### config.mk
export PLATFORM = sky130hd
export DESIGN_NAME = srr_retention_ctrl
export DESIGN_NICKNAME = d
export VERILOG_FILES = /design/src/srr_retention_ctrl.v
export VERILOG_INCLUDE_DIRS = /design/src /design/src/src
export SDC_FILE = /design/constraint.sdc
export NUM_CORES = 1
export LEC_CHECK = 0
export ABC_AREA = 1
export BUFFER_PORTS_ARGS = -buffer_cell sky130_fd_sc_hd__clkbuf_2
export CORE_AREA = 5 5 42 44
export CTS_CLUSTER_SIZE = 24
export DETAILED_ROUTE_END_ITERATION = 10
export DIE_AREA = 0 0 47 49
export GPL_ROUTABILITY_DRIVEN = 0
export PLACE_DENSITY = 0.68
export SYNTH_ARGS = -nofsm -noshare
export SYNTH_HDL_FRONTEND = slang
export SYNTH_SLANG_ARGS = --single-unit
### constraint.sdc
create_clock -name clk_sys_in -period 2.8 [get_ports clk_sys_in]
set_clock_uncertainty 0.05 [all_clocks]
set_input_delay 0.28 -clock clk_sys_in [delete_from_list [all_inputs] [get_ports clk_sys_in]]
set_output_delay 0.28 -clock clk_sys_in [all_outputs]
set_load 0.05 [all_outputs]
### src/srr_defines.vh
`ifndef SRR_DEFINES_VH
`define SRR_DEFINES_VH

// supply selection encoding
`define SRR_SUP_MAIN        1'h0
`define SRR_SUP_STBY        1'h1

// sequencer states
`define SRR_ST_RESET        2'h0
`define SRR_ST_FROZEN       2'h1
`define SRR_ST_RUN          2'h2

// power mode encoding
`define SRR_MODE_RUN        2'h0
`define SRR_MODE_IDLE       2'h1
`define SRR_MODE_PWRDN      2'h2
`define SRR_MODE_STBY       2'h3

// retained region size in kbytes
`define SRR_RET_KBYTES      16
// low-power oscillator rate in khz
`define SRR_LP_OSC_KHZ      32

// reset values
`define SRR_RST_ENABLE      1'h0
`define SRR_RST_FREEZE      1'h1

`endif

### src/srr_retention_ctrl.v
`timescale 1ns/1ps
`include "srr_defines.vh"

// Functional notes
// - holding the device in reset disables the retained ram and freezes its interface.
// - clearing the retained ram enable freezes the ram interface in the same cycle.
// - a reset event switches the ram supply to the standby low-voltage supply.
// - the ram stays frozen until software sets the enable again; no power-on reset is needed in between.
// - while the core supply is below the standby reference the ram stays frozen unless the enable was already set when it fell.
// - a supply dip while the enable is set does not switch to standby and the ram stays usable.
// - write strobes from the core are blocked while power is falling so no false write occurs.
// - the low-voltage detector holds the device in reset until the core supply passes its threshold.
// - on reset release the still-frozen ram supply returns to the main core supply.
// - the real-time clock runs in standby only with the low-power 32 khz oscillator as reference.
// - idle stops the cpu, power-down stops cpu and peripherals, standby keeps retained ram and, on the low-power osc, the rtc.
// - standby is entered by removing the main supply while the device is held in reset.
module srr_retention_ctrl (
    // clock and reset
    input  wire       clk_sys_in,
    input  wire       rst_n_in,
    // supply monitors
    input  wire       core_supply_low_in,
    input  wire       low_voltage_detector_in,
    input  wire       main_supply_on_in,
    // software control
    input  wire       retained_ram_enable_wr_in,
    input  wire       retained_ram_enable_val_in,
    input  wire       idle_req_in,
    input  wire       pwrdn_req_in,
    input  wire       wake_in,
    // core ram strobes
    input  wire       core_wr_n_in,
    input  wire       core_rd_n_in,
    // rtc reference
    input  wire       rtc_use_lp_osc_in,
    // outputs
    output reg        ram_freeze_out,
    output reg        ram_supply_sel_out,
    output reg        ram_wr_n_out,
    output reg        ram_rd_n_out,
    output reg        retained_ram_enable_out,
    output reg        internal_reset_out,
    output reg        rtc_run_out,
    output reg        cpu_run_out,
    output reg        periph_run_out,
    output reg  [1:0] power_mode_out,
    output reg  [1:0] seq_state_out
);

    // sequencer states
    localparam [1:0] ST_RESET  = `SRR_ST_RESET;
    localparam [1:0] ST_FROZEN = `SRR_ST_FROZEN;
    localparam [1:0] ST_RUN    = `SRR_ST_RUN;

    // power modes
    localparam [1:0] MD_RUN    = `SRR_MODE_RUN;
    localparam [1:0] MD_IDLE   = `SRR_MODE_IDLE;
    localparam [1:0] MD_PWRDN  = `SRR_MODE_PWRDN;
    localparam [1:0] MD_STBY   = `SRR_MODE_STBY;

    // gated strobes: bit 0 write, bit 1 read
    localparam       NUM_STB   = 2;

    wire               in_reset;
    reg                enable_ff;
    reg                nxt_enable;
    reg                supply_low_ff;
    reg                nxt_supply_low;
    reg                nxt_freeze;
    reg  [1:0]         state_ff;
    reg  [1:0]         nxt_state;
    reg  [1:0]         mode_ff;
    reg  [1:0]         nxt_mode;
    reg                nxt_supply_sel;
    reg                nxt_rtc_run;
    wire [NUM_STB-1:0] core_stb_n;
    wire [NUM_STB-1:0] nxt_stb_n;

    // cpu runs in run mode only
    function mode_runs_cpu;
        input [1:0] md;
        begin
            mode_runs_cpu = (md == MD_RUN);
        end
    endfunction

    // peripherals run in run and idle
    function mode_runs_periph;
        input [1:0] md;
        begin
            mode_runs_periph = mode_runs_cpu(md) | (md == MD_IDLE);
        end
    endfunction

    // internal reset from pin or detector
    assign in_reset = ~rst_n_in | low_voltage_detector_in;

    // enable bit cleared in reset, written by software otherwise
    always @* begin
        nxt_enable = enable_ff;
        if (in_reset) begin
            nxt_enable = `SRR_RST_ENABLE;
        end else if (retained_ram_enable_wr_in) begin
            nxt_enable = retained_ram_enable_val_in;
        end
    end

    always @(posedge clk_sys_in) begin
        enable_ff <= nxt_enable;
    end

    // standby latch: supply low matters only once the enable is clear
    always @* begin
        nxt_supply_low = supply_low_ff;
        if (in_reset) begin
            nxt_supply_low = 1'h0;
        end else if (core_supply_low_in && !enable_ff) begin
            nxt_supply_low = 1'h1;
        end else if (!core_supply_low_in) begin
            nxt_supply_low = 1'h0;
        end
    end

    always @(posedge clk_sys_in) begin
        supply_low_ff <= nxt_supply_low;
    end

    // freeze from next enable so a clear acts at once
    always @* begin
        nxt_freeze = 1'h0;
        if (in_reset) begin
            nxt_freeze = `SRR_RST_FREEZE;
        end else if (!nxt_enable) begin
            nxt_freeze = 1'h1;
        end else if (core_supply_low_in && !enable_ff) begin
            nxt_freeze = 1'h1;
        end else if (supply_low_ff) begin
            nxt_freeze = 1'h1;
        end
    end

    // retention sequencer
    always @* begin
        nxt_state = state_ff;
        case (state_ff)
            ST_RESET: begin
                if (!in_reset) begin
                    nxt_state = ST_FROZEN;
                end
            end
            ST_FROZEN: begin
                if (in_reset) begin
                    nxt_state = ST_RESET;
                end else if (!nxt_freeze) begin
                    nxt_state = ST_RUN;
                end
            end
            ST_RUN: begin
                if (in_reset) begin
                    nxt_state = ST_RESET;
                end else if (nxt_freeze) begin
                    nxt_state = ST_FROZEN;
                end
            end
            default: begin
                nxt_state = ST_RESET;
            end
        endcase
    end

    always @(posedge clk_sys_in) begin
        state_ff <= nxt_state;
    end

    // power mode machine
    always @* begin
        nxt_mode = mode_ff;
        case (mode_ff)
            MD_RUN: begin
                if (idle_req_in) begin
                    nxt_mode = MD_IDLE;
                end else if (pwrdn_req_in) begin
                    nxt_mode = MD_PWRDN;
                end
            end
            MD_IDLE: begin
                if (wake_in) begin
                    nxt_mode = MD_RUN;
                end
            end
            MD_PWRDN: begin
                if (wake_in) begin
                    nxt_mode = MD_RUN;
                end
            end
            MD_STBY: begin
                if (main_supply_on_in) begin
                    nxt_mode = MD_RUN;
                end
            end
            default: begin
                nxt_mode = MD_RUN;
            end
        endcase
        if (in_reset && !main_supply_on_in) begin
            nxt_mode = MD_STBY;
        end else if (in_reset) begin
            nxt_mode = MD_RUN;
        end
    end

    always @(posedge clk_sys_in) begin
        mode_ff <= nxt_mode;
    end

    // standby supply in reset, main once released
    always @* begin
        nxt_supply_sel = `SRR_SUP_MAIN;
        if (in_reset) begin
            nxt_supply_sel = `SRR_SUP_STBY;
        end else begin
            nxt_supply_sel = `SRR_SUP_MAIN;
        end
    end

    // rtc keeps counting without main supply only on low-power osc
    always @* begin
        nxt_rtc_run = 1'h0;
        if (main_supply_on_in) begin
            nxt_rtc_run = 1'h1;
        end else if (rtc_use_lp_osc_in) begin
            nxt_rtc_run = 1'h1;
        end
    end

    // strobes forced inactive whenever frozen
    assign core_stb_n = {core_rd_n_in, core_wr_n_in};

    genvar g;
    generate
        for (g = 0; g < NUM_STB; g = g + 1) begin : g_stb
            assign nxt_stb_n[g] = nxt_freeze | core_stb_n[g];
        end
    endgenerate

    // registered control outputs
    always @(posedge clk_sys_in) begin
        retained_ram_enable_out <= nxt_enable;
        ram_freeze_out          <= nxt_freeze;
        internal_reset_out      <= in_reset;
        seq_state_out           <= nxt_state;
        power_mode_out          <= nxt_mode;
        ram_supply_sel_out      <= nxt_supply_sel;
    end

    // registered ram strobes
    always @(posedge clk_sys_in) begin
        ram_wr_n_out <= nxt_stb_n[0];
        ram_rd_n_out <= nxt_stb_n[1];
    end

    // registered run levels
    always @(posedge clk_sys_in) begin
        rtc_run_out    <= nxt_rtc_run;
        cpu_run_out    <= ~in_reset & mode_runs_cpu(nxt_mode);
        periph_run_out <= ~in_reset & mode_runs_periph(nxt_mode);
    end

endmodule

==> results.rst, run 1 <==
.. list-table::
   :header-rows: 1

   * - Metric
     - Value
   * - Pin count of the biggest net entering global routing
     - 8
   * - Worst Hold Class
     - input port to register
   * - CTS HTree Levels
     - 1
   * - Count of vias placed by the detailed router
     - 477
   * - Total wire length
     - 994 um
   * - Total negative setup slack
     - 0 ps
   * - Final Worst Setup Slack
     - 1481 ps
   * - Filler Cell Count
     - 147
   * - Core region area
     - 1401 um2
   * - Clock period minus final worst setup slack
     - 1319 ps
   * - Ports
     - 26
   * - Number of diodes
     - 0
   * - Count of final setup violators
     - 0
   * - Sequential-to-total area share from yosys stat
     - 52.09%
   * - Number of global-route vias before repair
     - 409
   * - Total routing resource utilization after global routing
     - 9.696%
   * - TritonCTS buffer count
     - 3
   * - Number of nets in the finished design
     - 108
   * - Total die area
     - 2303 um2
   * - Async S/R FF share, synth
     - 0%
   * - Type of the worst setup path
     - register to output port
   * - Port-buffer cells
     - 25
   * - Global-route wire length before repair
     - 1.642 mm
   * - Endpoint arrival time on the critical path
     - 990 ps
   * - RSZ-0062 raised after global routing
     - no
   * - Relative max-transition margin
     - 81.38%
   * - Syn Std Cell Area
     - 538.0 um2
   * - Post-CTS setup buffer count
     - 0
   * - Final Cycle Share
     - 47.09%
   * - Commonest non-fill, non-tap cell in the layout
     - sky130_fd_sc_hd__clkbuf_2
   * - Distinct cells, synth
     - 18
   * - Status
     - finished, final reports clean
   * - Sink Count
     - 13
   * - DRT Pass-1 Iters
     - 3
   * - Critical-path top delay cell
     - sky130_fd_sc_hd__edfxtp_1
   * - Kind of capture point of the worst setup path
     - output port
   * - Resize count post-CTS
     - 0
   * - Commonest cells after routing, fill and taps aside
     - sky130_fd_sc_hd__clkbuf_2 (25), sky130_fd_sc_hd__nand2_1 (12), sky130_fd_sc_hd__dfxtp_1 (11)
   * - Maximum capacitance violations
     - 0
   * - Worst reg-to-reg path cell count
     - 7
   * - Most used flip-flop cell after synthesis
     - sky130_fd_sc_hd__dfxtp_1
   * - Number of antenna violations at the first check in global routing
     - 0
   * - Area added between synthesis and finish
     - 30.47%
   * - Syn Area/Cell
     - 8.407 um2
   * - Largest delay share family, worst path
     - flip-flops
   * - Clock tree from TritonCTS
     - done
   * - Number of warnings reported in the yosys synthesis log
     - 0
   * - Required arrival time at the worst endpoint
     - 2470 ps
   * - Detail-routed via count per cell
     - 4.417
   * - Ordered cell list for the critical path
     - clkbuf_2
   * - Routed wire per std cell
     - 9.204 um
   * - Count of cells along the worst hold path
     - 2
   * - Buffers & Inverters on Critical Path
     - 1
   * - Clock latency at the later pin of the worst-skew pair
     - 260 ps
   * - Root buffer cell
     - sky130_fd_sc_hd__clkbuf_4
   * - Number of rows created at floorplan
     - 14
   * - Clock-pin slew of the registers on the worst-case setup and hold paths
     - 70 ps
   * - Endpoint of the worst hold-timing path
     - rtc_run_out$_SDFF_PP1_
   * - FF-to-FF Start
     - power_mode_out[0]$_DFF_P_
   * - Biggest fanout along the worst timing path
     - 5
   * - Max VDD drop
     - 0.0002981 V
   * - Slowest Stage Delay on Critical Path
     - 420 ps
   * - Hold buffer count at cts
     - 0
   * - Flop2flop setup slack
     - 1500 ps
   * - Dpl ws
     - 1487 ps
   * - Post-synthesis register bit count
     - 13
   * - Final Hold Violating Endpoints
     - 0
   * - Residual DRC
     - 0
   * - Die boundary width
     - 47 um
   * - Remaining antenna violation count after routing
     - 0
   * - Overflow left after global routing
     - 0
   * - Leak pwr
     - 0.3636 nW
   * - Power density of the placed cells
     - 749.5 nW/um2
   * - Number of flops mapped to enable cells by yosys
     - 2
   * - Critical path launch point type
     - register
   * - Number of violations reported at the end of detailed-routing iteration 0
     - 2
   * - Post-DP HPWL
     - 839.8 um
   * - Syn Inst Count
     - 64
   * - Fraction of final layout cells sized beyond drive strength 1
     - 36.96%
   * - Vert. Die Dim
     - 49 um
   * - Min-Delay Startpoint
     - rtc_use_lp_osc_in
   * - FF-to-FF End
     - cpu_run_out$_DFF_P_
   * - Initial cell density of the core
     - 38.39%
   * - Slew at the pin closest to its max-slew limit
     - 280.4 ps
   * - Post-Syn Nets
     - 79
   * - Final Max Slew Viols
     - 0
   * - Maximum achievable frequency
     - 758.4 MHz
   * - Longest Clk Path Bufs
     - 2
[synth_stat cells, types with 2 or more instances]
cell	number	share of area, %
sky130_fd_sc_hd__a21oi_1	3	2.8
sky130_fd_sc_hd__dfxtp_1	11	41
sky130_fd_sc_hd__edfxtp_1	2	11
sky130_fd_sc_hd__ha_1	2	4.7
sky130_fd_sc_hd__inv_1	10	7.0
sky130_fd_sc_hd__nand2_1	12	8.4
sky130_fd_sc_hd__nand3_1	4	3.7
sky130_fd_sc_hd__nor2_1	5	3.5
sky130_fd_sc_hd__o21ai_0	5	4.7
sky130_fd_sc_hd__or2_1	2	2.3
[how the worst max path moves through the flow]
stage / cells past startpoint / slack [ps] / endpoint / from
finish: 1 / 1480 / seq_state_out[1] / seq_state_out[1]$_DFFE_PP_
global placement: 7 / 1500 / seq_state_out[0]$_DFFE_PP_ / rst_n_in
floorplan: 7 / 1210 / cpu_run_out$_DFF_P_ / power_mode_out[0]$_DFF_P_
global route: 7 / 1300 / cpu_run_out$_DFF_P_ / power_mode_out[0]$_DFF_P_
CTS: 1 / 1480 / seq_state_out[1] / seq_state_out[1]$_DFFE_PP_
detailed placement: 7 / 1490 / seq_state_out[1]$_DFFE_PP_ / rst_n_in
[logic make-up (layout without fill, tap and decap cells)]
group,Yosys count,in the layout,synth area share [%]
AOI/OAI and AO/OA,9,9,9.069
adders and majority gates,2,2,4.650
buffers and inverters,12,40,9.070
DFF,13,13,52.09
and+or+nand+nor,28,28,25.12
[metal layers]
layer / track usage [%] / vias to the layer above / part of all wire (%)
met5: 0 / - / 0
met1: 12.50 / 198 / 44
met4: 6.912 / 0 / 2.8
met2: 14.25 / 20 / 44
li1: - / 255 / -
met3: 1.107 / 4 / 8.7
[final cells by class]
| class | count | area, um2 | share of cell area (%) |
|---|---|---|---|
| sequential | 13 | 280.3 | 39.93 |
| clock buffer | 4 | 26.28 | 3.743 |
| inverter | 11 | 41.29 | 5.882 |
| tap | 16 | 20.02 | 2.852 |
| multi-input combinational | 39 | 209.0 | 29.77 |
| timing repair buffer | 25 | 125.1 | 17.83 |
[per-stage QoR]
step	std cells	instance area (um2)	total power [W]	hold slack (ps)	util, %
floorplan	64	538.0	0.0003802	329.8	-
detailed placement	104	675.6	0.0004221	416.0	48.21
finish	108	701.9	0.0005261	143.4	50.09
global placement	104	675.6	0.0004185	413.1	48.21
CTS	108	701.9	0.0005342	134.4	50.09
global route	108	701.9	0.0005630	147.0	50.09
[registers in the layout, summed over array words and instances (netlist names)]
| name | count |
|---|---|
| ram_wr_n_out | 1 |
| ram_rd_n_out | 1 |
| rtc_run_out | 1 |
| ram_freeze_out | 1 |
| supply_low_ff | 1 |
| power_mode_out | 2 |
| periph_run_out | 1 |
| internal_reset_out | 1 |
| retained_ram_enable_out | 1 |
| cpu_run_out | 1 |
| seq_state_out | 2 |
[where the power goes]
group          total [W]  internal, W  switching, W
logic           0.000174    0.0000433      0.000131
registers       0.000242     0.000222     0.0000204
clock network   0.000109    0.0000550     0.0000543
Note: power is estimated with default switching activity, not from simulation.
==> run 2: changes to the inputs <==
--- a/config.mk
+++ b/config.mk
@@ -6,14 +6,14 @@
 export SDC_FILE = /design/constraint.sdc
 export NUM_CORES = 1
 export LEC_CHECK = 0
-export ABC_AREA = 1
+export ABC_AREA = 0
 export BUFFER_PORTS_ARGS = -buffer_cell sky130_fd_sc_hd__clkbuf_2
-export CORE_AREA = 5 5 42 44
+export CORE_MARGIN = 5
+export CORE_UTILIZATION = 39
 export CTS_CLUSTER_SIZE = 24
 export DETAILED_ROUTE_END_ITERATION = 10
-export DIE_AREA = 0 0 47 49
 export GPL_ROUTABILITY_DRIVEN = 0
-export PLACE_DENSITY = 0.68
+export PLACE_DENSITY = 0.69
 export SYNTH_ARGS = -nofsm -noshare
 export SYNTH_HDL_FRONTEND = slang
 export SYNTH_SLANG_ARGS = --single-unit
==> constraint.sdc (replaced) <==
create_clock -name clk_sys_in -period 1.18 [get_ports clk_sys_in]
set_clock_uncertainty 0.05 [all_clocks]
set_input_delay 0.118 -clock clk_sys_in [delete_from_list [all_inputs] [get_ports clk_sys_in]]
set_output_delay 0.118 -clock clk_sys_in [all_outputs]
set_load 0.05 [all_outputs]
==> run 2 against run 1 <==
  * The run now ends with negative setup slack left
  * Final area increased by 37%
  * Sequential power rose by 140%
  * Routed wire length rose by 42%
  * Worst hold slack worse by 100 ps
  * Critical path depth up 3
  * Global-route usage is 5.3 points higher
  * Register-to-register slack got worse by 1600 ps
  * Clock power grew 140%
  * Largest cell class is now buffers
  * Largest power group is now combinational cells
  * Highest routed layer unchanged
==> results.rst, run 2 <==
.. list-table::
   :header-rows: 1

   * - Metric
     - Value
   * - Status
     - complete, but fails checks
   * - Violated checks
     - negative setup slack
   * - Distinct cells, synth
     - 25
   * - Number of antenna violations at the first check in global routing
     - 0
   * - Maximum capacitance violations
     - 0
   * - Count of vias placed by the detailed router
     - 540
   * - Biggest fanout along the worst timing path
     - 2
   * - Final Hold Violating Endpoints
     - 0
   * - Area added between synthesis and finish
     - 73.59%
   * - Ranking of synthesized cells by instance count
     - sky130_fd_sc_hd__dfxtp_1 (11), sky130_fd_sc_hd__inv_1 (8), sky130_fd_sc_hd__a21oi_1 (4)
   * - Sequential-to-total area share from yosys stat
     - 50.56%
   * - Syn Area/Cell
     - 10.08 um2
   * - FF-to-FF End
     - seq_state_out[1]$_DFFE_PP_
   * - Clock period minus final worst setup slack
     - 1329 ps
   * - Ports
     - 26
   * - Residual DRC
     - 0
   * - Worst Hold Class
     - input port to register
   * - Endpoint of the worst hold-timing path
     - supply_low_ff$_SDFFE_PP0P_
   * - Type of the worst setup path
     - register to register
   * - Sink Count
     - 13
   * - Final Max Slew Viols
     - 0
   * - Placed Area
     - 820.8 um2
   * - Maximum achievable frequency
     - 752.5 MHz
   * - Port-buffer cells
     - 25
   * - Power density of the placed cells
     - 1676 nW/um2
   * - Number of global-route vias before repair
     - 543
   * - Post-Syn Nets
     - 70
   * - Multi-input logic area
     - 286.5 um2
   * - Final Cycle Share
     - 112.6%
   * - Number of rows created at floorplan
     - 13
   * - Relative max-transition margin
     - 81.46%
   * - Root buffer cell
     - sky130_fd_sc_hd__clkbuf_4
   * - Post-Route Hold Slack
     - 40.38 ps
   * - Required arrival time at the worst endpoint
     - 1080 ps
   * - Clock-pin slew of the registers on the worst-case setup and hold paths
     - 70 ps
   * - Clock tree from TritonCTS
     - done
   * - Routed wire per std cell
     - 12.39 um
   * - Most used flip-flop cell after synthesis
     - sky130_fd_sc_hd__dfxtp_1
   * - Number of diodes
     - 0
   * - Sequential Area
     - 291.5 um2
   * - Number of violations reported at the end of detailed-routing iteration 0
     - 6
   * - Endpoint arrival time on the critical path
     - 1230 ps
   * - Clock latency at the later pin of the worst-skew pair
     - 260 ps
   * - Filler Cell Count
     - 100
   * - Area share of the largest cell type after synthesis
     - 39.73%
   * - Count leader, synth
     - sky130_fd_sc_hd__dfxtp_1
   * - Kind of capture point of the worst setup path
     - register
   * - Vert. Die Dim
     - 47.70 um
   * - Ordered cell list for the critical path
     - inv_2 -> a221oi_4 -> nor2b_1 -> a311oi_2
   * - Initial cell density of the core
     - 42.07%
   * - Post-synthesis register bit count
     - 13
   * - RSZ-0062 raised after global routing
     - yes
   * - Critical path launch point type
     - register
   * - Total wire length
     - 1.413 mm
   * - Number of warnings reported in the yosys synthesis log
     - 0
   * - Final Worst Setup Slack
     - -148.9 ps
   * - Number of nets in the finished design
     - 115
   * - Number of flops mapped to enable cells by yosys
     - 2
   * - Longest Clk Path Bufs
     - 2
   * - Worst reg-to-reg path cell count
     - 4
   * - Registers with the most flip-flops
     - power_mode_out (2), seq_state_out (2)
   * - Total die area
     - 2275 um2
   * - Remaining antenna violation count after routing
     - 0
   * - Global-route wire length before repair
     - 2.332 mm
   * - Overflow left after global routing
     - 0
   * - Post-synth top area cell
     - sky130_fd_sc_hd__dfxtp_1
   * - FF-to-FF Start
     - retained_ram_enable_out$_DFF_P_
   * - DRT Pass-1 Iters
     - 3
   * - Commonest non-fill, non-tap cell in the layout
     - sky130_fd_sc_hd__clkbuf_2
   * - Cells taking the most area after synthesis
     - sky130_fd_sc_hd__dfxtp_1 (40%), sky130_fd_sc_hd__edfxtp_1 (11%), sky130_fd_sc_hd__inv_1 (5.4%)
   * - Flop2flop setup slack
     - -150 ps
   * - Leak pwr
     - 0.4510 nW
   * - Detail-routed via count per cell
     - 4.737
   * - Post-DP HPWL
     - 1.128 mm
   * - Slowest Stage Delay on Critical Path
     - 350 ps
   * - Core region area
     - 1318 um2
   * - Die boundary width
     - 47.70 um
   * - Count of final setup violators
     - 5
   * - Final Instance Area
     - 962.2 um2
   * - Async S/R FF share, synth
     - 0%
   * - Syn Inst Count
     - 55
   * - TritonCTS buffer count
     - 3
   * - Min-Delay Startpoint
     - core_supply_low_in
   * - Pin count of the biggest net entering global routing
     - 8
   * - Critical-path top delay cell
     - sky130_fd_sc_hd__dfxtp_4
   * - Total negative setup slack
     - -441.2 ps
   * - Syn Std Cell Area
     - 554.3 um2
   * - CTS HTree Levels
     - 1
   * - Slew at the pin closest to its max-slew limit
     - 279.3 ps
   * - Max VDD drop
     - 0.0009033 V
   * - Fraction of final layout cells sized beyond drive strength 1
     - 61.62%
   * - Commonest cells after routing, fill and taps aside
     - sky130_fd_sc_hd__clkbuf_2 (22), sky130_fd_sc_hd__buf_4 (11), sky130_fd_sc_hd__dfxtp_1 (8)
   * - Total routing resource utilization after global routing
     - 15.00%
   * - Count of cells along the worst hold path
     - 3
==> run 2: worst max path at each step <==
stage / end / start / slack [ps] / cells past startpoint
after floorplan: seq_state_out[0]$_DFFE_PP_ / seq_state_out[0]$_DFFE_PP_ / -380 / 4
after global placement: seq_state_out[0]$_DFFE_PP_ / retained_ram_enable_out$_DFF_P_ / -140 / 4
after detailed placement: seq_state_out[1]$_DFFE_PP_ / retained_ram_enable_out$_DFF_P_ / -200 / 4
after CTS: seq_state_out[1]$_DFFE_PP_ / retained_ram_enable_out$_DFF_P_ / -160 / 4
after global routing: seq_state_out[0]$_DFFE_PP_ / retained_ram_enable_out$_DFF_P_ / -220 / 4
final: seq_state_out[1]$_DFFE_PP_ / retained_ram_enable_out$_DFF_P_ / -150 / 4
==> run 2: final cells by class <==
| type | instances | share of cell area (%) |
|---|---|---|
| Multi-Input combinational cell | 32 | 29.78 |
| Inverter | 9 | 4.031 |
| Tap cell | 15 | 1.951 |
| Sequential cell | 13 | 30.30 |
| Clock buffer | 4 | 2.731 |
| Timing Repair Buffer | 41 | 31.21 |
==> run 2: cell families (layout without fill, tap and decap cells) <==
kind of cell / Yosys count / in the layout / share of synthesized area [%]
mux: 1 / 1 / 1.806
simple gates: 15 / 15 / 17.38
fa+ha+maj: 2 / 2 / 4.514
buf+inv: 10 / 54 / 7.449
compound gates: 14 / 14 / 18.28
flops: 13 / 13 / 50.56
==> run 2: power by group <==
group / leakage [nW] / internal [W] / switching (W)
sequential: 0.113 / 0.000521 / 0.0000568
clock: 0.0150 / 0.000131 / 0.000132
combinational: 0.323 / 0.000385 / 0.000387
==> run 2: metrics by stage <==
| step | std cells | total power [W] | worst slack, ps | util (%) |
|---|---|---|---|---|
| floorplan | 55 | 0.0009354 | -383.9 | - |
| global route | 114 | 0.001697 | -215.5 | 73.03 |
| CTS | 114 | 0.001609 | -155.2 | 72.17 |
| finish | 114 | 0.001613 | -148.9 | 73.03 |
| global placement | 106 | 0.001134 | -140.4 | 62.30 |
| detailed placement | 106 | 0.001151 | -202.9 | 62.30 |
==> run 2: routing by layer <==
| layer | GRT usage (%) | up-vias | wire length, um |
|---|---|---|---|
| li1 | - | 276 | - |
| met1 | 15.14 | 240 | 527 |
| met2 | 27.18 | 20 | 786 |
| met3 | 1.880 | 4 | 68 |
| met4 | 11.83 | 0 | 30 |
| met5 | 0 | - | 0 |
==> run 2: critical path: cells and delay by family (launching register included) <==
kind / cells / cell delay [ps]
simple gates: 1 / 90
flops: 1 / 350
compound gates: 2 / 490
buf+inv: 1 / 40
==> run 2: repair_timing <==
action	in CTS	in global routing
resized for setup	11	4
hold buffers	3	0
cloned	0	0
endpoints found under the hold margin	3	0
pin swaps	2	1
buffers inserted	1	0
setup endpoints to repair	9	12
